<file path="config.mk">
export PLATFORM = sky130hd
export DESIGN_NAME = tis_top
export DESIGN_NICKNAME = d
export VERILOG_FILES = /design/src/tis_pkg.sv /design/src/tis_top.sv /design/src/tis_prescaler.sv /design/src/tis_arbiter.sv
export SDC_FILE = /design/constraint.sdc
export NUM_CORES = 1
export LEC_CHECK = 0
export ABC_AREA = 1
export BUFFER_PORTS_ARGS = -buffer_cell sky130_fd_sc_hd__buf_2
export CORE_MARGIN = 4
export CORE_UTILIZATION = 45
export DETAILED_ROUTE_END_ITERATION = 8
export MAX_ROUTING_LAYER = met4
export PLACE_DENSITY = 0.71
export SLEW_MARGIN = 20
export SYNTH_ARGS = -nofsm -noshare
export SYNTH_HDL_FRONTEND = slang
export SYNTH_HIERARCHICAL = 1
export SYNTH_SLANG_ARGS = --single-unit
</file>
<file path="constraint.sdc">
create_clock -name clk_i -period 3.7 [get_ports clk_i]
set_clock_uncertainty 0.2 [all_clocks]
set_input_delay 0.185 -clock clk_i [delete_from_list [all_inputs] [get_ports clk_i]]
set_output_delay 0.185 -clock clk_i [all_outputs]
set_load 0.02 [all_outputs]
</file>
<file path="src/tis_pkg.sv">
// Purpose: Shared constants and types of the timer and interrupt sequencer
// Assumes: One 125 MHz clock, classic Wishbone with 32-bit data
// Notes: Registers are 8 bits wide in the low byte of each word
package tis_pkg;
  // ***********************************
  // Register map and fields
  // ***********************************
  localparam logic [3:0] ADR_TDATA = 4'h0;
  localparam logic [3:0] ADR_TCTRL = 4'h4;
  localparam logic [3:0] ADR_CORE_STAT = 4'h8;
  localparam int TC_REQ_BIT = 7;
  localparam int TC_MASK_BIT = 6;
  localparam int TC_SRC_LSB = 4;
  localparam int TC_PS_LSB = 0;
  localparam logic [7:0] TDATA_RST = 8'hff;
  localparam logic [6:0] PRESC_RST = 7'h7f;
  localparam logic [1:0] TSRC_RST = 2'h0;
  localparam logic [2:0] TPS_RST = 3'h0;
  // ***********************************
  // Vectors and sequencing
  // ***********************************
  localparam logic [15:0] VEC_TOP = 16'hfffe;
  localparam logic [15:0] VEC_TIMER = 16'hfff8;
  localparam logic [2:0] IDX_RESET = 3'h0;
  localparam logic [2:0] IDX_SWI = 3'h1;
  localparam logic [2:0] STACK_BYTES = 3'h5;
  typedef enum logic [1:0] {
    SRC_PIN = 2'b00,
    SRC_FAST = 2'b01,
    SRC_SLOW = 2'b10,
    SRC_OFF = 2'b11
  } tis_src_t;
  typedef enum logic [2:0] {
    ST_RUN = 3'b000,
    ST_STACK = 3'b001,
    ST_VECTOR = 3'b010,
    ST_HALT = 3'b011,
    ST_STANDBY = 3'b100
  } tis_state_t;
  // Highest priority in the top bit
  typedef struct packed {
    logic reset_pin;
    logic swi;
    logic port_write_strobe_enable;
    logic timer;
    logic adc;
    logic tb;
  } tis_req_t;
endpackage : tis_pkg

</file>
<file path="src/tis_top.sv">
// Purpose: 8-bit timer with prescaler and interrupt sequencing for the core
// Assumes: Core pulses insn_done_i at each instruction boundary
// Notes: All pins sampled on clk_i; slow sources arrive as enable pulses
//
// What this block does
// - Software loads an 8-bit counter that counts down when clocked.
// - Reaching zero sets the timer request flag, control bit 7.
// - Timer mask bit 6 or core mask flag blocks timer servicing.
// - Timer service stacks state then fetches vector FFF8/FFF9, except on a wake from halt, which fetches at once.
// - Software picks count source: timer pin, fast clock or slow clock.
// - Internal sources count only while the timer pin is high.
// - Slow clock counts in halt; fast clock needs main oscillator running.
// - Pin and slow clock counting stays safe against register access.
// - 7-bit prescaler before counter, set by low three control bits.
// - Counter wraps past zero; reads show live count, undisturbed.
// - Reset sets prescaler and counter to ones, clears request, sets mask.
// - Software only clears request by writing zero; mask freely written.
// - Acceptance stacks state (not for the reset pin or a wake from halt), sets core mask, loads vector, runs service.
// - Six sources by fixed priority, vectors FFFE down to FFF4.
// - Mask clear acts after next instruction; mask set acts at once.
// - Clearing a peripheral mask makes its request acceptable at once.
// - In halt, peripherals run and an interrupt wakes and vectors.
// - In standby no request is acknowledged, not even the reset pin.
// - A request met by the core mask stays pending until cleared.
`timescale 1ns/1ps
`default_nettype none
module tis_top
  import tis_pkg::*;
(
  // Clock and reset
  input wire logic clk_i,
  input wire logic rst_i,
  // Wishbone slave
  input wire logic wb_cyc_i,
  input wire logic wb_stb_i,
  input wire logic wb_we_i,
  input wire logic [3:0] wb_adr_i,
  input wire logic [3:0] wb_sel_i,
  input wire logic [31:0] wb_dat_i,
  output logic [31:0] wb_dat_o,
  output logic wb_ack_o,
  // Count sources
  input wire logic timer_pin_i,
  input wire logic fast_cycle_clock_i,
  input wire logic slow_crystal_clock_i,
  input wire logic main_oscillator_run_i,
  // Core events
  input wire logic insn_done_i,
  input wire logic mask_clear_i,
  input wire logic mask_set_i,
  input wire logic return_from_trap_i,
  input wire logic sw_trap_i,
  input wire logic halt_req_i,
  input wire logic standby_i,
  // Other interrupt sources
  input wire logic reset_pin_i,
  input wire logic ext_irq_i,
  input wire logic adc_done_req_i,
  input wire logic time_base_req_i,
  // Sequencer outputs
  output logic irq_accept_o,
  output logic [15:0] irq_vector_o,
  output logic push_state_o,
  output logic irq_mask_o,
  output logic cpu_halted_o,
  output logic timer_req_o
);
  // ***********************************
  // Bus decode
  // ***********************************
  logic ack_reg;
  logic [31:0] rdat_reg;
  logic [31:0] rdat_next;
  wire bus_req = wb_cyc_i && wb_stb_i;
  wire wr_en = bus_req && wb_we_i && ack_reg && wb_sel_i[0];
  wire wr_tdata = wr_en && (wb_adr_i == ADR_TDATA);
  wire wr_tctrl = wr_en && (wb_adr_i == ADR_TCTRL);

  // ***********************************
  // Timer state
  // ***********************************
  logic [7:0] cnt_reg;
  logic req_reg;
  logic mask_reg;
  tis_src_t src_reg;
  logic [2:0] ps_reg;
  logic pin_q_reg;
  logic tick;
  wire pin_rise = timer_pin_i && !pin_q_reg;
  // Fast clock is only live while the main oscillator runs
  wire fast_ok = fast_cycle_clock_i && main_oscillator_run_i;
  wire src_pulse =
    (src_reg == SRC_PIN) ? pin_rise :
    (src_reg == SRC_FAST) ? (fast_ok && timer_pin_i) :
    (src_reg == SRC_SLOW) ? (slow_crystal_clock_i && timer_pin_i) :
    1'b0;
  wire hit_zero = tick && (cnt_reg == 8'h01);
  wire clr_req = wr_tctrl && !wb_dat_i[TC_REQ_BIT];

  tis_prescaler u_presc (
    .clk_i(clk_i),
    .rst_i(rst_i),
    .pulse_i(src_pulse),
    .sel_i(ps_reg),
    .tick_o(tick)
  );

  always_ff @(posedge clk_i) begin
    // Edge memory keeps the pin source to one pulse per rise
    pin_q_reg <= rst_i ? 1'b0 : timer_pin_i;
  end

  always_ff @(posedge clk_i) begin
    if (rst_i) begin
      cnt_reg <= TDATA_RST;
    end else if (wr_tdata) begin
      cnt_reg <= wb_dat_i[7:0];
    end else if (tick) begin
      cnt_reg <= cnt_reg - 8'h01;
    end
  end

  // Hardware set wins over a software clear in the same cycle
  always_ff @(posedge clk_i) begin
    if (rst_i) begin
      req_reg <= 1'b0;
    end else if (hit_zero) begin
      req_reg <= 1'b1;
    end else if (clr_req) begin
      req_reg <= 1'b0;
    end
  end

  always_ff @(posedge clk_i) begin
    if (rst_i) begin
      mask_reg <= 1'b1;
      src_reg <= tis_src_t'(TSRC_RST);
      ps_reg <= TPS_RST;
    end else if (wr_tctrl) begin
      mask_reg <= wb_dat_i[TC_MASK_BIT];
      src_reg <= tis_src_t'(wb_dat_i[TC_SRC_LSB +: 2]);
      ps_reg <= wb_dat_i[TC_PS_LSB +: 3];
    end
  end

  // ***********************************
  // Request gathering and arbitration
  // ***********************************
  tis_state_t st_reg;
  tis_state_t st_next;
  logic swi_reg;
  logic i_flag_reg;
  logic clr_hold_reg;
  logic [2:0] bytes_reg;
  logic [15:0] vec_hold_reg;
  logic [2:0] idx_hold_reg;
  logic hit;
  logic [2:0] idx;
  logic [15:0] vec;
  tis_req_t req;
  assign req.reset_pin = reset_pin_i;
  assign req.swi = swi_reg;
  assign req.port_write_strobe_enable = ext_irq_i;
  // Timer mask taken live, so clearing it frees a pending request at once
  assign req.timer = req_reg && !mask_reg;
  assign req.adc = adc_done_req_i;
  assign req.tb = time_base_req_i;

  tis_arbiter u_arb (
    .req_i(req),
    .hit_o(hit),
    .idx_o(idx),
    .vec_o(vec)
  );

  wire no_mask = (idx == IDX_RESET) || (idx == IDX_SWI);
  // Set mask blocks the very next boundary; cleared mask waits one more
  wire core_block = i_flag_reg || clr_hold_reg || mask_set_i;
  wire may_take = hit && (no_mask || !core_block);
  wire take_now = may_take && (insn_done_i || (req.reset_pin));

  // ***********************************
  // Sequencer
  // ***********************************
  always_comb begin
    st_next = st_reg;
    unique case (st_reg)
      ST_RUN: begin
        if (standby_i) begin
          st_next = ST_STANDBY;
        end else if (take_now) begin
          st_next = (idx == IDX_RESET) ? ST_VECTOR : ST_STACK;
        end else if (halt_req_i) begin
          st_next = ST_HALT;
        end
      end
      ST_STACK: begin
        if (bytes_reg == STACK_BYTES - 3'h1) begin
          st_next = ST_VECTOR;
        end
      end
      ST_VECTOR: begin
        st_next = ST_RUN;
      end
      ST_HALT: begin
        if (standby_i) begin
          st_next = ST_STANDBY;
        end else if (may_take) begin
          st_next = ST_VECTOR;
        end
      end
      ST_STANDBY: begin
        if (!standby_i) begin
          st_next = ST_RUN;
        end
      end
      default: begin
        st_next = ST_RUN;
      end
    endcase
  end

  wire capture = ((st_reg == ST_RUN) && take_now && !standby_i) ||
    ((st_reg == ST_HALT) && may_take && !standby_i);

  always_ff @(posedge clk_i) begin
    if (rst_i) begin
      st_reg <= ST_RUN;
      bytes_reg <= 3'h0;
    end else begin
      st_reg <= st_next;
      bytes_reg <= (st_reg == ST_STACK) ? bytes_reg + 3'h1 : 3'h0;
    end
  end

  always_ff @(posedge clk_i) begin
    if (rst_i) begin
      vec_hold_reg <= VEC_TOP;
      idx_hold_reg <= IDX_RESET;
    end else if (capture) begin
      vec_hold_reg <= vec;
      idx_hold_reg <= idx;
    end
  end

  // Trap stays pending until its vector is issued
  always_ff @(posedge clk_i) begin
    if (rst_i) begin
      swi_reg <= 1'b0;
    end else if (sw_trap_i) begin
      swi_reg <= 1'b1;
    end else if (st_reg == ST_VECTOR && idx_hold_reg == IDX_SWI) begin
      swi_reg <= 1'b0;
    end
  end

  // Acceptance wins over any mask change in the same cycle
  always_ff @(posedge clk_i) begin
    if (rst_i) begin
      i_flag_reg <= 1'b1;
      clr_hold_reg <= 1'b0;
    end else begin
      if (st_reg == ST_VECTOR) begin
        i_flag_reg <= 1'b1;
      end else if (mask_set_i) begin
        i_flag_reg <= 1'b1;
      end else if (mask_clear_i || return_from_trap_i) begin
        i_flag_reg <= 1'b0;
      end
      if (mask_clear_i) begin
        clr_hold_reg <= 1'b1;
      end else if (insn_done_i) begin
        clr_hold_reg <= 1'b0;
      end
    end
  end

  // ***********************************
  // Registered outputs
  // ***********************************
  always_ff @(posedge clk_i) begin
    if (rst_i) begin
      irq_accept_o <= 1'b0;
      irq_vector_o <= VEC_TOP;
      push_state_o <= 1'b0;
      irq_mask_o <= 1'b1;
      cpu_halted_o <= 1'b0;
      timer_req_o <= 1'b0;
    end else begin
      irq_accept_o <= (st_reg == ST_VECTOR);
      if (st_reg == ST_VECTOR) begin
        irq_vector_o <= vec_hold_reg;
      end
      push_state_o <= (st_reg == ST_STACK);
      irq_mask_o <= (st_reg == ST_VECTOR) || (i_flag_reg && !(mask_clear_i
        || return_from_trap_i)) || mask_set_i;
      cpu_halted_o <= (st_next == ST_HALT) || (st_next == ST_STANDBY);
      timer_req_o <= req.timer;
    end
  end

  // ***********************************
  // Bus slave
  // ***********************************
  // Reads return the live count; nothing in the read path touches it
  always_comb begin
    rdat_next = 32'h0000_0000;
    unique case (wb_adr_i)
      ADR_TDATA: begin
        rdat_next[7:0] = cnt_reg;
      end
      ADR_TCTRL: begin
        rdat_next[TC_REQ_BIT] = req_reg;
        rdat_next[TC_MASK_BIT] = mask_reg;
        rdat_next[TC_SRC_LSB +: 2] = src_reg;
        rdat_next[TC_PS_LSB +: 3] = ps_reg;
      end
      ADR_CORE_STAT: begin
        rdat_next[7] = i_flag_reg;
        rdat_next[6] = clr_hold_reg;
        rdat_next[5] = hit;
        rdat_next[2:0] = st_reg;
      end
      default: begin
        rdat_next = 32'h0000_0000;
      end
    endcase
  end

  always_ff @(posedge clk_i) begin
    if (rst_i) begin
      ack_reg <= 1'b0;
      rdat_reg <= 32'h0000_0000;
    end else begin
      ack_reg <= bus_req && !ack_reg;
      rdat_reg <= rdat_next;
    end
  end
  assign wb_ack_o = ack_reg;
  assign wb_dat_o = rdat_reg;

  // ***********************************
  // Checks
  // ***********************************
  property p_req_on_zero;
    @(posedge clk_i) disable iff (rst_i) hit_zero |=> req_reg && cnt_reg == 8'h00;
  endproperty
  a_req_on_zero: assert property (p_req_on_zero) else $error("Zero did not set request");
  property p_wrap;
    @(posedge clk_i) disable iff (rst_i) tick && !wr_tdata && cnt_reg == 8'h00 |=> cnt_reg == 8'hff;
  endproperty
  a_wrap: assert property (p_wrap) else $error("Counter did not wrap");
  property p_reset_vals;
    @(posedge clk_i) rst_i |=> cnt_reg == TDATA_RST && !req_reg && mask_reg;
  endproperty
  a_reset_vals: assert property (p_reset_vals) else $error("Bad timer reset state");
  property p_one_no_set;
    @(posedge clk_i) disable iff (rst_i)
      wr_tctrl && wb_dat_i[TC_REQ_BIT] && !req_reg && !hit_zero |=> !req_reg;
  endproperty
  a_one_no_set: assert property (p_one_no_set) else $error("Software set the request");
  property p_mask_blocks;
    @(posedge clk_i) disable iff (rst_i)
      st_reg == ST_RUN && !standby_i && core_block && !no_mask |=> st_reg != ST_STACK;
  endproperty
  a_mask_blocks: assert property (p_mask_blocks) else $error("Masked request taken");
  property p_standby;
    @(posedge clk_i) disable iff (rst_i) st_reg == ST_STANDBY |=> ##1 !irq_accept_o;
  endproperty
  a_standby: assert property (p_standby) else $error("Accept in standby");
  property p_stack;
    @(posedge clk_i) disable iff (rst_i)
      $rose(st_reg == ST_STACK) |-> ##1 push_state_o [*5] ##1 irq_accept_o;
  endproperty
  a_stack: assert property (p_stack) else $error("Bad stacking sequence");
  property p_accept_mask;
    @(posedge clk_i) disable iff (rst_i) irq_accept_o |-> irq_mask_o && i_flag_reg;
  endproperty
  a_accept_mask: assert property (p_accept_mask) else $error("Mask not set on accept");
  property p_halt_wake;
    @(posedge clk_i) disable iff (rst_i)
      st_reg == ST_HALT && may_take && !standby_i |=> st_reg == ST_VECTOR ##1 irq_accept_o;
  endproperty
  a_halt_wake: assert property (p_halt_wake) else $error("Halt did not wake");
  c_timer_vec: cover property (@(posedge clk_i) irq_accept_o && irq_vector_o == VEC_TIMER);
  c_halt_wake: cover property (@(posedge clk_i) st_reg == ST_HALT ##1 st_reg == ST_VECTOR);
  c_wrap: cover property (@(posedge clk_i) tick && cnt_reg == 8'h00);
endmodule : tis_top
`default_nettype wire

</file>
<file path="src/tis_prescaler.sv">
// Purpose: 7-bit prescaler turning source pulses into counter ticks
// Assumes: pulse_i is a one-cycle enable
// Notes: Field n divides by two to the power n
`timescale 1ns/1ps
`default_nettype none
module tis_prescaler
  import tis_pkg::*;
(
  // Clock and reset
  input wire logic clk_i,
  input wire logic rst_i,
  // Count path
  input wire logic pulse_i,
  input wire logic [2:0] sel_i,
  output logic tick_o
);
  logic [6:0] presc_reg;
  logic [6:0] mask;
  // ***********************************
  // Divider
  // ***********************************
  for (genvar i = 0; i < 7; i++) begin : g_mask
    assign mask[i] = (sel_i > 3'(i));
  end
  assign tick_o = pulse_i && ((presc_reg & mask) == 7'h00);
  always_ff @(posedge clk_i) begin
    if (rst_i) begin
      presc_reg <= PRESC_RST;
    end else if (pulse_i) begin
      presc_reg <= presc_reg - 7'h01;
    end
  end
  property p_tick_from_pulse;
    @(posedge clk_i) disable iff (rst_i) tick_o |-> pulse_i && (presc_reg[0] == 1'b0 || sel_i == 3'h0);
  endproperty
  a_tick_from_pulse: assert property (p_tick_from_pulse) else $error("Tick without due pulse");
endmodule : tis_prescaler
`default_nettype wire

</file>
<file path="src/tis_arbiter.sv">
// Purpose: Fixed priority choice among six requests
// Assumes: Requests are levels
// Notes: Vector pairs step down by two bytes per priority
`timescale 1ns/1ps
`default_nettype none
module tis_arbiter
  import tis_pkg::*;
(
  // Requests
  input wire tis_req_t req_i,
  // Winner
  output logic hit_o,
  output logic [2:0] idx_o,
  output logic [15:0] vec_o
);
  function automatic logic [2:0] first_set(input logic [5:0] r);
    logic [2:0] k;
    k = 3'h0;
    for (int i = 0; i < 6; i++) begin
      if (r[i]) begin
        k = 3'(5 - i);
      end
    end
    return k;
  endfunction : first_set
  assign hit_o = |req_i;
  assign idx_o = first_set(req_i);
  assign vec_o = VEC_TOP - {12'h000, idx_o, 1'b0};
  // Checked on the fall, so the sampled values are those of the high phase
  property p_reset_first;
    @(negedge req_i.reset_pin) req_i.reset_pin |-> idx_o == IDX_RESET && vec_o == VEC_TOP;
  endproperty
  a_reset_first: assert property (p_reset_first) else $error("Reset pin not first");
endmodule : tis_arbiter
`default_nettype wire

</file>
# Word-level counts from Yosys, hierarchy flattened
# Index checks and enable logic that the tools add are counted.
[classes]
add_sub_neg = 4
multipliers = 0
n_div = 0
order_cmp = 7
eq_ne = 14
shifts = 0
mux = 29
n_bitwise = 3
n_reduce_logical = 53
[op_table]
columns = ["cell", "n"]
rows = [
  ["3-bit 2-to-1 mux", 13],
  ["1-bit logical AND", 23],
  ["3-bit one-hot mux with 3 select lines", 2],
  ["8-bit 2-to-1 mux", 2],
  ["3-bit one-hot mux with 4 select lines", 1],
  ["1-bit logical OR", 10],
  ["3-bit by 1-bit equality test with 1-bit output (second input constant)", 3],
  ["3-bit by 2-bit equality test with 1-bit output (second input constant)", 3],
  ["3-bit equality test (second input constant)", 3],
  ["3-bit greater-than comparator (second input constant)", 3],
  ["1-bit 2-to-1 mux", 9],
  ["8-bit by 1-bit equality test with 1-bit output (second input constant)", 1],
  ["2-bit nonzero test", 4],
  ["8-bit by 1-bit subtractor with 8-bit output (second input constant)", 1],
  ["7-bit AND", 1],
  ["1-bit zero test", 7],
  ["7-bit zero test", 1],
  ["7-bit by 1-bit subtractor with 7-bit output (second input constant)", 1],
  ["3-bit by 1-bit greater-than comparator with 1-bit output (second input constant)", 2],
  ["3-bit by 2-bit greater-than comparator with 1-bit output (second input constant)", 2],
  ["3-bit zero test", 2],
  ["6-bit OR reduction", 1],
  ["2-bit by 5-bit subtractor with 6-bit output (first input constant)", 1],
  ["4-bit by 3-bit equality test with 1-bit output (second input constant)", 1],
  ["other kinds (11)", 13],
]
[word_totals]
ff_bits = 105
latchBits = 0
ram_bits = 0
romBits = 0
in_bits = 60
output_inout_bits = 54
word_cells = 134
mem_count = 0

# Logic depth before layout (Yosys ltp)
# Gate-level depths: netlist (run 1).
[depth]
word_depth = 16
mapped_depth = 15
depth_no_buf = 15

# Hierarchy
# Netlist (run 1), hierarchy kept.
[modules_own_cells]
columns = ["mod", "n_inst", "cells_per_inst", "area_per_inst_um2", "seq_area_each_um2"]
rows = [
  ["tis_top", 1, 428, 3198.1, 1481.4],
  ["tis_prescaler", 1, 55, 372.9, 140.1],
  ["tis_arbiter", 1, 35, 188.9, 0.0],
]

# Least setup slack after synthesis (run 1)
# Ideal clock, no wire load.
[synth_path]
path_type = "register to register"
start = "register src_reg[0]"
end = "register cnt_reg[6]"
setup_time_ps = 123
arrival_ps = 2321
required_time_ps = 3377
setup_slack_ps = 1056
path_stages_with_launch = 13
path_buffers = 0
period_less_slack_ps = 2644
path_cell_list = "dfxtp_1 -> inv_1 -> nand2_1 -> a2111oi_0 -> nand3_1 -> nand2_1 -> nand2_1 -> a21oi_2 -> inv_1 -> nand2_1 -> inv_1 -> a21oi_1 -> o21ai_0"
[synth_between]
elab_chain_cells = 6
word_cells_on_any_way = 8
[synth_lines]
columns = ["element", "line_no", "rtl"]
rows = [
  ["from (decl)", "tis_top.sv:85", "tis_src_t src_reg;"],
  ["from (signal assigned)", "tis_top.sv:137", "src_reg <= tis_src_t'(TSRC_RST);"],
  ["from (signal assigned)", "tis_top.sv:141", "src_reg <= tis_src_t'(wb_dat_i[TC_SRC_LSB +: 2]);"],
  ["2-bit equality test", "tis_top.sv:95", "(src_reg == SRC_SLOW) ? (slow_crystal_clock_i && timer_pin_i) :"],
  ["1-bit 2-to-1 mux", "tis_top.sv:95", ""],
  ["1-bit 2-to-1 mux", "tis_top.sv:94", "(src_reg == SRC_FAST) ? (fast_ok && timer_pin_i) :"],
  ["1-bit 2-to-1 mux (*)", "tis_top.sv:93", "(src_reg == SRC_PIN) ? pin_rise :"],
  ["via src_pulse", "tis_top.sv:92", "wire src_pulse ="],
  ["1-bit logical AND (*)", "tis_prescaler.sv:25", "assign tick_o = pulse_i && ((presc_reg & mask) == 7'h00);"],
  ["via tick", "tis_top.sv:88", "logic tick;"],
  ["2-bit nonzero test (no line) (*)", "n/a", ""],
  ["to (signal assigned)", "tis_top.sv:117", "cnt_reg <= wb_dat_i[7:0];"],
  ["to (signal assigned)", "tis_top.sv:119", "cnt_reg <= cnt_reg - 8'h01;"],
  ["to (decl)", "tis_top.sv:82", "logic [7:0] cnt_reg;"],
]
# The timed path passes the listed nets; every way through them passes the cells marked *.
# A chain may end at the register's enable or synchronous reset.

# Final worst setup path (run 1)
[layout_path]
start = "input port timer_pin_i"
end = "register cnt_reg[0]"
[layout_between]
elab_chain_cells = 6
word_cells_on_any_way = 8
[layout_lines]
columns = ["element", "line_no", "rtl"]
rows = [
  ["from (decl)", "tis_top.sv:43", "input wire logic timer_pin_i,"],
  ["1-bit logical AND", "tis_top.sv:95", ""],
  ["1-bit 2-to-1 mux", "tis_top.sv:95", ""],
  ["1-bit 2-to-1 mux", "tis_top.sv:94", ""],
  ["1-bit 2-to-1 mux (*)", "tis_top.sv:93", ""],
  ["via src_pulse", "tis_top.sv:92", ""],
  ["1-bit logical AND (*)", "tis_prescaler.sv:25", ""],
  ["via tick", "tis_top.sv:88", ""],
  ["2-bit nonzero test (no line) (*)", "n/a", ""],
]
# Marks and branches as above.

==> results.tsv, run 1 <==
stage	metric	value	unit
layout	final std cells w/o fill	707	
yosys	Distinct cells, synth	37	
worst_hold_path	worst min-delay path class	input pin to flip-flop	
power	Clk pwr share	33.3	%
yosys	top-count cell post-synth	nand2_1	
layout	Diodes inserted	0	
critical_path	Critical Path RT	3.70	ns
layout	layout cell share with drive strength beyond 1	16.11	%
layout	Net count, final	662	
yosys	synthesized instance count	518	
power	Peak VDD IR	0.2523	mV
critical_path	critical path capture point	cnt_reg[0]	
route	DR iter-0 viols	122	
yosys	post-synth top area share	43.13	%
yosys	flops & latches, synth	81	
sta	Worst Tran Pin Value	0.7540	ns
critical_path	R2R Path Start	req_reg	
global_routing	first-pass GRT wire length	14160	µm
yosys	XOR/XNOR Fraction of Synth Area	1.165	%
clocking	TritonCTS Buffers	9	
route	DRT Wirelength	8489	µm
die	IO Count	114	
critical_path	CP startpoint kind	input pin	
yosys	Post-synth top cells	nand2_1, dfxtp_1, inv_1	
run	max_cap viols	0	
outcome	outcome	finished clean	
clocking	clock buffer depth	2	
sta	Setup violations, final	0	
yosys	Synth Flop Type	dfxtp_1	
layout	Area growth syn-to-layout	16.81	%
global_routing	largest net degree at the start of global routing	35	
route	Post-DRT Antenna Nets	0	
route	TritonRoute pass-1 iters	4	
power	Net Sw Power	0.0005843	W
die	die span in x	99.41	µm
sta	Slew Limit Fails	0	
yosys	largest cells by area after synthesis	dfxtp_1, nand2_1, buf_4	
power	Seq pwr share	51.2	%
global_routing	grt total ovfl	0	
yosys	mapped cell area	3760	µm²
die	Starting Density	45.99	%
yosys	complex-gate fraction of the synthesized area	9.651	%
route	post-DR vias/cell	4.765	
route	DR WL/cell	12.01	µm
critical_path	worst flop-to-flop path endpoint	idx_hold_reg[1]	
yosys	Synth Area in Simple Gates	28.92	%
yosys	EDFF count, synth	0	
sta	RSZ-0062 raised after global routing	no	
critical_path	Arrival @ worst endpoint	2.50	ns
global_routing	gr usage total	18.17	%
sta	Max Fclk	399.7	MHz
clocking	Worst-path clk slew	0.09	ns
placed_design	GP Congestion	0.9099	
yosys	Synth Area in Adders	1.664	%
die	row count	33	
yosys	post-synthesis mux area share	0	%
global_routing	vias in the first global route	3198	
sta	setup tns final	0	ns
placed_design	placed cells	671	
clocking	CTS tree	done	
die	core area	8175	µm²
route	routed via count	3369	
critical_path	Crit Path Class	input pin to flip-flop	
sta	minimum clock period	2.502	ns
clocking	cts repair resizes	0	
clocking	H-tree levels	3	
sta	hold_ws	0.03584	ns
yosys	synth warn	6	
yosys	cell taking the most area after synthesis	dfxtp_1	
critical_path	kind of end point of the critical path	flip-flop	
route	DRC	0	
global_routing	initial antenna violation count	0	
critical_path	Reg2Reg Depth	12	
power	LEAKAGE	2.178	nW
clocking	Sinks on Clock Net	81	
sta	fin crit share	67.62	%
yosys	syn_area_per_cell	7.258	µm²
yosys	FFs w/ async S/R, synth	0	%
clocking	Clk Latency, worst-skew pair	0.36	ns
critical_path	critical path launch point	timer_pin_i	
critical_path	critical-path maximum fanout	6	
clocking	root buffer cell	clkbuf_8	
sta	Worst slew margin	49.27	%
placed_design	DP HPWL	6112	µm
die	Die H	99.41	µm
power	P per Cell Area	426.8	nW/µm²
die	die area	9881	µm²
power	Comb pwr share	15.4	%
yosys	largest family of logic cells by synthesized area	simple AND/OR/NAND/NOR gates	
power	Sw Ratio	31.17	%
placed_design	Port Buffers	62	
critical_path	reg2reg setup slack	1.24	ns
power	P_int	0.001290	W
yosys	register area share after synthesis	43.13	%
sta	Final Hold Vio Count	0	
-- through the flow --
step	power (W)	util [%]	instance area (µm²)	setup WS [ns]
final	0.001874	53.72	4392	1.198
after detailed placement	0.001251	48.96	4003	1.245
after global placement	0.001243	48.96	4003	1.254
after floorplan	0.001203	-	3887	1.056
after global routing	0.001978	53.72	4392	0.9194
after CTS	0.001889	53.72	4392	1.216
-- per-layer routing --
metal  GRT usage [%]  routed length (µm)  vias up
met1           20.97                3636     1549
met5               -                   0        -
met3           4.067                 424       19
met2           30.89                4266       76
met4           6.723                 162        0
li1                -                   -     1725
-- worst min-delay path by stage --
stage	endpoint	start	slack (ns)	cells past startpoint
finish	vec_hold_reg[2]	ext_irq_i	0.04	4
global route	pin_q_reg	rst_i	0.04	2
CTS	vec_hold_reg[2]	ext_irq_i	0.03	4
global placement	pin_q_reg	timer_pin_i	0.20	3
floorplan	wb_ack_o	rst_i	0.06	1
detailed placement	pin_q_reg	timer_pin_i	0.21	3
-- cell families after synthesis --
family	count (synthesis)
AND/OR/NAND/NOR	253
buffers and inverters	111
XOR/XNOR	5
other	3
adder cells (fa/ha/maj)	5
flip-flops	81
AO/OA/AOI/OAI	60
-- layout make-up --
class	count	area, µm²
flip-flops and latches	81	1622
clock inverters	7	65.06
multi-input cells	360	1695
fillers	813	3784
clock buffers	9	123.9
inverters	61	229.0
repair buffers	84	525.5
well taps	105	131.4
-- power groups by stage --
stage | registers (W) | clock network (W) | logic, W
2_1_floorplan | 0.000995 | 0 | 0.000208
3_3_place_gp | 0.000978 | 0 | 0.000265
3_5_place_dp | 0.000979 | 0 | 0.000271
4_1_cts | 0.000960 | 0.000639 | 0.000290
5_1_grt | 0.000967 | 0.000682 | 0.000328
6_report | 0.000960 | 0.000624 | 0.000289
-- worst max-delay path, cell delays in order --
cell and delay [ns]:
dlygate4sd3_1 0.53, buf_2 0.11, inv_1 0.04, a2111oi_0 0.40, buf_4 0.23, nand3_1 0.16
nand2_1 0.10, nand2_1 0.06, a21oi_2 0.19, inv_1 0.06, nand2_1 0.15, inv_1 0.12
nand2_1 0.07, o2111ai_1 0.11
-- what timing repair did --
action,in CTS,in global routing
hold buffers,20,0
buffers inserted,0,0
endpoints found under the hold margin,25,0
-- cell usage in the layout (no fill, tap or decap), types with 5 or more instances in the layout --
cell | synthesis | routed
inv_1 | 56 | 56
a21oi_1 | 18 | 18
clkbuf_8 | 0 | 9
nor2_1 | 40 | 40
o2111ai_1 | 7 | 7
ha_1 | 5 | 5
nor3_1 | 6 | 6
o21ai_0 | 20 | 20
buf_2 | 3 | 62
dlygate4sd3_1 | 0 | 20
nand3_1 | 43 | 43
nand2_1 | 147 | 147
conb_1 | 3 | 37
dfxtp_1 | 81 | 81
o211ai_1 | 5 | 5
No activity file was read; power rests on OpenSTA's default activity.
==> inputs of run 2 (changes only) <==
PLACE_DENSITY = 0.74   (was 0.71)
clock period = 2.3 ns   (was 3.7 ns; I/O delays follow)
==> run 2 against run 1 <==
  * Clock-buffer cell count unchanged
  * Combinational power grew 72%
  * Critical path depth decreased by 1
  * Die area unchanged
  * Global-route usage up 0.43 points
  * Worst hold slack worse by 0.024 ns
  * Core utilization rose by 2.9 points
  * Sequential power is 60% higher
  * First-iteration DRC count rose by 49%
  * Non-clock buffer count grew 19
  * Power up 72%
  * Clock power increased by 89%
  * Largest cell class unchanged
  * Highest routed layer unchanged
==> results.tsv, run 2 (same netlist as run 1, synthesis figures left out) <==
stage	metric	value	unit	change
layout	final std cells w/o fill	726		was 707
global_routing	vias in the first global route	3178		was 3198
sta	hold_ws	0.01208	ns	was 0.03584 ns
clocking	Worst-path clk slew	0.09	ns	about the same
route	Post-DRT Antenna Nets	0		unchanged
clocking	clock buffer depth	2		unchanged
global_routing	gr usage total	18.60	%	was 18.17%
critical_path	Arrival @ worst endpoint	2.23	ns	was 2.50 ns
layout	commonest non-fill, non-tap cell in the layout	nand2_1		unchanged
layout	Diodes inserted	0		unchanged
global_routing	grt total ovfl	0		unchanged
clocking	H-tree levels	3		unchanged
route	post-DR vias/cell	4.696		was 4.765
clocking	TritonCTS Buffers	9		unchanged
critical_path	Crit Path Class	flip-flop to flip-flop		was input pin to flip-flop
critical_path	R2R Path Start	src_reg[0]		was req_reg
power	Comb pwr share	15.5	%	was 15.4%
global_routing	largest net degree at the start of global routing	39		was 35
critical_path	Critical Path RT	2.35	ns	was 3.70 ns
layout	count of filler cells inserted in the layout	780		was 813
sta	fin crit share	94.69	%	
die	core area	8175	µm²	unchanged
critical_path	CP startpoint kind	flip-flop		was input pin
sta	Max Fclk	459.2	MHz	
power	Seq pwr share	48.0	%	was 51.2%
outcome	outcome	finished clean		unchanged
route	DRT Wirelength	8644	µm	was 8489 µm
global_routing	initial antenna violation count	0		unchanged
clocking	Clk Latency, worst-skew pair	0.36	ns	about the same
sta	Final WS setup	0.1221	ns	was 1.198 ns
sta	Final Hold Vio Count	0		unchanged
sta	minimum clock period	2.178	ns	
die	die area	9881	µm²	unchanged
route	routed via count	3409		was 3369
die	die span in x	99.41	µm	unchanged
layout	leading cell types in the layout, fill and taps excluded	nand2_1, dfxtp_1, buf_2		unchanged
die	row count	33		unchanged
route	DRC	0		unchanged
critical_path	kind of end point of the critical path	flip-flop		unchanged
placed_design	DP HPWL	6150	µm	was 6112 µm
power	P_int	0.002302	W	was 0.001290 W
sta	Slew Limit Fails	0		unchanged
placed_design	GP Congestion	0.8634		was 0.9099
layout	layout cell share with drive strength beyond 1	18.20	%	was 16.11%
die	Starting Density	45.99	%	unchanged
die	IO Count	114		unchanged
route	DR WL/cell	11.91	µm	was 12.01 µm
power	Net Sw Power	0.0009165	W	was 0.0005843 W
layout	Area growth syn-to-layout	23.06	%	was 16.81%
critical_path	critical-path maximum fanout	4		was 6
global_routing	first-pass GRT wire length	14450	µm	was 14160 µm
worst_hold_path	worst hold path startpoint	wb_adr_i[0]		was ext_irq_i
sta	Setup violations, final	0		unchanged
route	DR iter-0 viols	182		was 122
power	Sw Ratio	28.48	%	was 31.17%
worst_hold_path	worst min-delay path class	input pin to flip-flop		unchanged
power	Power, Total	0.003218	W	was 0.001874 W
power	Clk pwr share	36.6	%	was 33.3%
power	LEAKAGE	2.286	nW	was 2.178 nW
die	Die H	99.41	µm	unchanged
layout	multi-input logic area	1727	µm²	was 1695 µm²
clocking	CTS tree	done		unchanged
power	P per Cell Area	695.6	nW/µm²	was 426.8 nW/µm²
placed_design	placed cells	680		was 671
layout	post-route core utilization	56.60	%	was 53.72%
clocking	root buffer cell	clkbuf_8		unchanged
route	TritonRoute pass-1 iters	4		unchanged
run	max_cap viols	0		unchanged
power	Peak VDD IR	0.5566	mV	was 0.2523 mV
layout	Storage cell area	1623	µm²	was 1622 µm²
placed_design	pre-CTS setup slack	0.1608	ns	was 1.245 ns
layout	Net count, final	681		was 662
critical_path	reg2reg setup slack	0.12	ns	was 1.24 ns
clocking	Sinks on Clock Net	81		unchanged
placed_design	Port Buffers	62		unchanged
critical_path	critical path launch point	src_reg[0]		was timer_pin_i
run 2: cell count changes in the layout (fill, tap and decap cells not counted), sizes merged:
| cell | previous run | this run |
|---|---|---|
| bufinv | 0 | 2 |
| buf | 64 | 75 |
| dlygate4sd3 | 20 | 28 |
| inv | 65 | 61 |
| clkinv | 2 | 4 |
run 2: worst paths after layout:
path	endpoint	depth (start not counted)
hold / removal	wb_dat_o[4]	6
setup / recovery	cnt_reg[6]	13
hold reg to reg	wb_ack_o	1
setup reg to reg	cnt_reg[6]	13
run 2: routing by layer:
layer | GRT usage (%) | share of wire (%)
met3 | 3.647 | 5.4
met5 | - | 0
met2 | 30.48 | 49
met4 | 6.513 | 1.4
met1 | 22.90 | 45
run 2: critical path, cell delays in order (launching register included):
cell and delay, ns:
dfxtp_2 0.34, inv_2 0.06, nand2_1 0.09, a2111oi_4 0.39
buf_4 0.17, nand2_1 0.04, nand2_1 0.06, nand2_1 0.08
a21oi_4 0.18, inv_1 0.06, nand2_1 0.08, inv_1 0.08
a21oi_1 0.13, o21ai_0 0.09
run 2: through the flow:
step / TNS [ns] / cell area [µm²]
after floorplan: 0 / 3894
after global placement: 0 / 4076
after detailed placement: 0 / 4076
after CTS: 0 / 4583
after global routing: -0.2063 / 4627
final: 0 / 4627
run 2: area by class of cell:
class                   count  area share (%)
flip-flops and latches     81           35.07
clock buffers               9           2.677
clock inverters             7           2.217
repair buffers            103           14.87
multi-input cells         360           37.32
well taps                 105           2.839
inverters                  61           5.003
run 2: power by group through the flow:
stage | Clock (W) | Combinational [W] | Sequential, W
finish | 0.00118 | 0.000497 | 0.00154
global route | 0.00127 | 0.000563 | 0.00155
CTS | 0.00120 | 0.000489 | 0.00154
detailed placement | 0 | 0.000447 | 0.00158
global placement | 0 | 0.000439 | 0.00157
floorplan | 0 | 0.000336 | 0.00160
run 2: timing repair:
action | 4_1_cts | 5_1_grt
hold endpoints to repair | 30 | 0
resized for setup | 0 | 8
hold buffers | 28 | 0
endpoints found under the setup margin | 0 | 11
setup buffers | 0 | 2
==> inputs of run 3 (changes only) <==
PLACE_DENSITY = 0.71   (was 0.74)
clock period = 2.43 ns   (was 2.3 ns; I/O delays follow)
==> run 3 against run 2 <==
  * Non-clock buffer count fell by 5
  * Flip-flop and latch count did not move
  * Final cell count shrank 0.69%
  * Maximum frequency shrank 1.3%
  * Clock power increased by 5%
  * Cell area shrank 0.57%
  * Critical path depth unchanged
  * Power decreased by 1.8%
  * Highest routed layer unchanged
  * Register-to-register slack better by 0.10 ns
  * Combinational power fell by 6.4%
  * Worst setup slack better by 0.10 ns
==> results.tsv, run 3 (same netlist as run 1, synthesis figures left out) <==
stage	metric	value	unit	change
critical_path	kind of end point of the critical path	flip-flop		unchanged
clocking	Sinks on Clock Net	81		unchanged
route	post-DR vias/cell	4.705		was 4.696
global_routing	vias in the first global route	3255		was 3178
power	Peak VDD IR	0.3358	mV	was 0.5566 mV
sta	Max Fclk	453.2	MHz	was 459.2 MHz
sta	hold_ws	0.03041	ns	was 0.01208 ns
die	Starting Density	45.99	%	unchanged
critical_path	Crit Path Class	flip-flop to flip-flop		unchanged
critical_path	critical-path maximum fanout	4		unchanged
route	DRT Wirelength	8447	µm	was 8644 µm
sta	Final Hold Vio Count	0		unchanged
global_routing	largest net degree at the start of global routing	36		was 39
die	core area	8175	µm²	unchanged
clocking	Clk Latency, worst-skew pair	0.36	ns	about the same
placed_design	GP Congestion	0.9272		was 0.8634
global_routing	initial antenna violation count	0		unchanged
placed_design	DP HPWL	5986	µm	was 6150 µm
critical_path	Slowest-stage cell, CP	dfxtp_1		was a2111oi_4
power	Net Sw Power	0.0008721	W	was 0.0009165 W
layout	layout cell share with drive strength beyond 1	17.37	%	was 18.20%
worst_hold_path	worst min-delay path class	input pin to flip-flop		unchanged
critical_path	crit path cell chain	inv_1 > nand2_1 > a2111oi_2 > buf_4 > nand3_2 > nand2_1 > nand2_1 > a21oi_4 > inv_1 > nand2_2 > inv_1 > a21oi_1 > o21ai_0		was inv_2 > nand2_1 > a2111oi_4 > buf_4 > nand2_1 > nand2_1 > nand2_1 > a21oi_4 > inv_1 > nand2_1 > inv_1 > a21oi_1 > o21ai_0
layout	final std cells w/o fill	721		was 726
critical_path	Buf/Inv on CP	4		unchanged
power	Seq pwr share	46.2	%	was 48.0%
placed_design	placed cell area	4034	µm²	was 4076 µm²
sta	Setup violations, final	0		unchanged
global_routing	grt total ovfl	0		unchanged
die	IO Count	114		unchanged
layout	Net count, final	676		was 681
sta	Worst slew margin	66.80	%	
layout	Diodes inserted	0		unchanged
layout	Area growth syn-to-layout	22.36	%	was 23.06%
die	Die H	99.41	µm	unchanged
sta	minimum clock period	2.207	ns	was 2.178 ns
route	DRC	0		unchanged
die	die span in x	99.41	µm	unchanged
clocking	CTS tree	done		unchanged
power	Clk pwr share	39.1	%	was 36.6%
sta	fin crit share	90.81	%	was 94.69%
sta	Slew Limit Fails	0		unchanged
route	DR iter-0 viols	164		was 182
power	Sw Ratio	27.60	%	was 28.48%
layout	post-route core utilization	56.27	%	was 56.60%
sta	Worst Tran Pin Value	0.4949	ns	
critical_path	CP top delay family	compound AO/OA/AOI/OAI gates		unchanged
route	DR WL/cell	11.72	µm	was 11.91 µm
critical_path	reg2reg setup slack	0.22	ns	was 0.12 ns
layout	commonest non-fill, non-tap cell in the layout	nand2_1		unchanged
route	Post-DRT Antenna Nets	0		unchanged
sta	RSZ-0062 raised after global routing	no		
clocking	clock buffer depth	2		unchanged
global_routing	first-pass GRT wire length	14050	µm	was 14450 µm
power	P_int	0.002287	W	was 0.002302 W
outcome	outcome	finished clean		unchanged
die	die area	9881	µm²	unchanged
route	routed via count	3392		was 3409
power	P per Cell Area	686.7	nW/µm²	was 695.6 nW/µm²
layout	leading cell types in the layout, fill and taps excluded	nand2_1, dfxtp_1, buf_2		unchanged
clocking	Worst-path clk slew	0.09	ns	about the same
placed_design	placed cells	675		was 680
clocking	H-tree levels	3		unchanged
sta	setup tns final	0	ns	unchanged
critical_path	CP peak stage delay	0.33	ns	was 0.39 ns
global_routing	gr usage total	17.96	%	was 18.60%
critical_path	Critical Path RT	2.47	ns	was 2.35 ns
placed_design	Port Buffers	62		unchanged
layout	post-route design area	4601	µm²	was 4627 µm²
route	TritonRoute pass-1 iters	4		unchanged
power	LEAKAGE	2.279	nW	was 2.286 nW
die	row count	33		unchanged
critical_path	CP startpoint kind	flip-flop		unchanged
critical_path	Arrival @ worst endpoint	2.25	ns	was 2.23 ns
run	max_cap viols	0		unchanged
clocking	TritonCTS Buffers	9		unchanged
power	Comb pwr share	14.7	%	was 15.5%
clocking	root buffer cell	clkbuf_8		unchanged
==> run 3: layout make-up <==
cell class	instances	area, µm²
Clock buffer	9	123.9
Timing Repair Buffer	98	648.1
Multi-Input combinational cell	360	1717
Tap cell	105	131.4
Fill cell	777	3575
Sequential cell	81	1622
Inverter	61	229.0
Clock inverter	7	130.1
==> run 3: per-layer routing <==
layer  wire [µm]  vias to the layer above  share of wire (%)  GRT usage, %
li1            -                     1753                  -             -
met1        3606                     1536                 43         20.30
met2        4200                       84                 50         30.99
met3         473                       19                5.6         3.927
met4         166                        0                2.0         6.828
met5           0                        -                  0             -
==> run 3: worst paths after layout <==
| check | cells after the start | to | startpoint |
|---|---|---|---|
| worst max-delay path | 13 | cnt_reg[6] | src_reg[0] |
| worst max register to register | 13 | cnt_reg[6] | src_reg[0] |
| worst min register to register | 1 | wb_ack_o | wb_ack_o |
| worst min-delay path | 6 | vec_hold_reg[3] | time_base_req_i |
==> run 3: repair_timing <==
action | 4_1_cts | 5_1_grt
resized for setup | 0 | 4
hold buffers | 27 | 0
setup endpoints to repair | 0 | 7
buffers inserted | 0 | 3
endpoints found under the hold margin | 30 | 0
==> run 3: power by group through the flow <==
| stage | combinational, W | clock (W) | sequential, W |
|---|---|---|---|
| 3_3_place_gp | 0.000409 | 0 | 0.00149 |
| 5_1_grt | 0.000527 | 0.00133 | 0.00147 |
| 4_1_cts | 0.000456 | 0.00127 | 0.00146 |
| 3_5_place_dp | 0.000419 | 0 | 0.00149 |
| 6_report | 0.000465 | 0.00124 | 0.00146 |
| 2_1_floorplan | 0.000317 | 0 | 0.00151 |
==> run 3: tightest hold or removal path, cell delays in order <==
cell	delay [ns]
buf_2	0.09
nor2_1	0.06
nor2_2	0.12
inv_1	0.05
nand2_1	0.06
nand3_1	0.05
==> run 3: stage by stage <==
| step | setup slack [ns] | total power [W] |
|---|---|---|
| final | 0.2233 | 0.003159 |
| after global routing | 0.02155 | 0.003330 |
| after CTS | 0.06351 | 0.003186 |
| after detailed placement | 0.1110 | 0.001909 |
| after global placement | 0.1549 | 0.001895 |
| after floorplan | 0.01757 | 0.001831 |
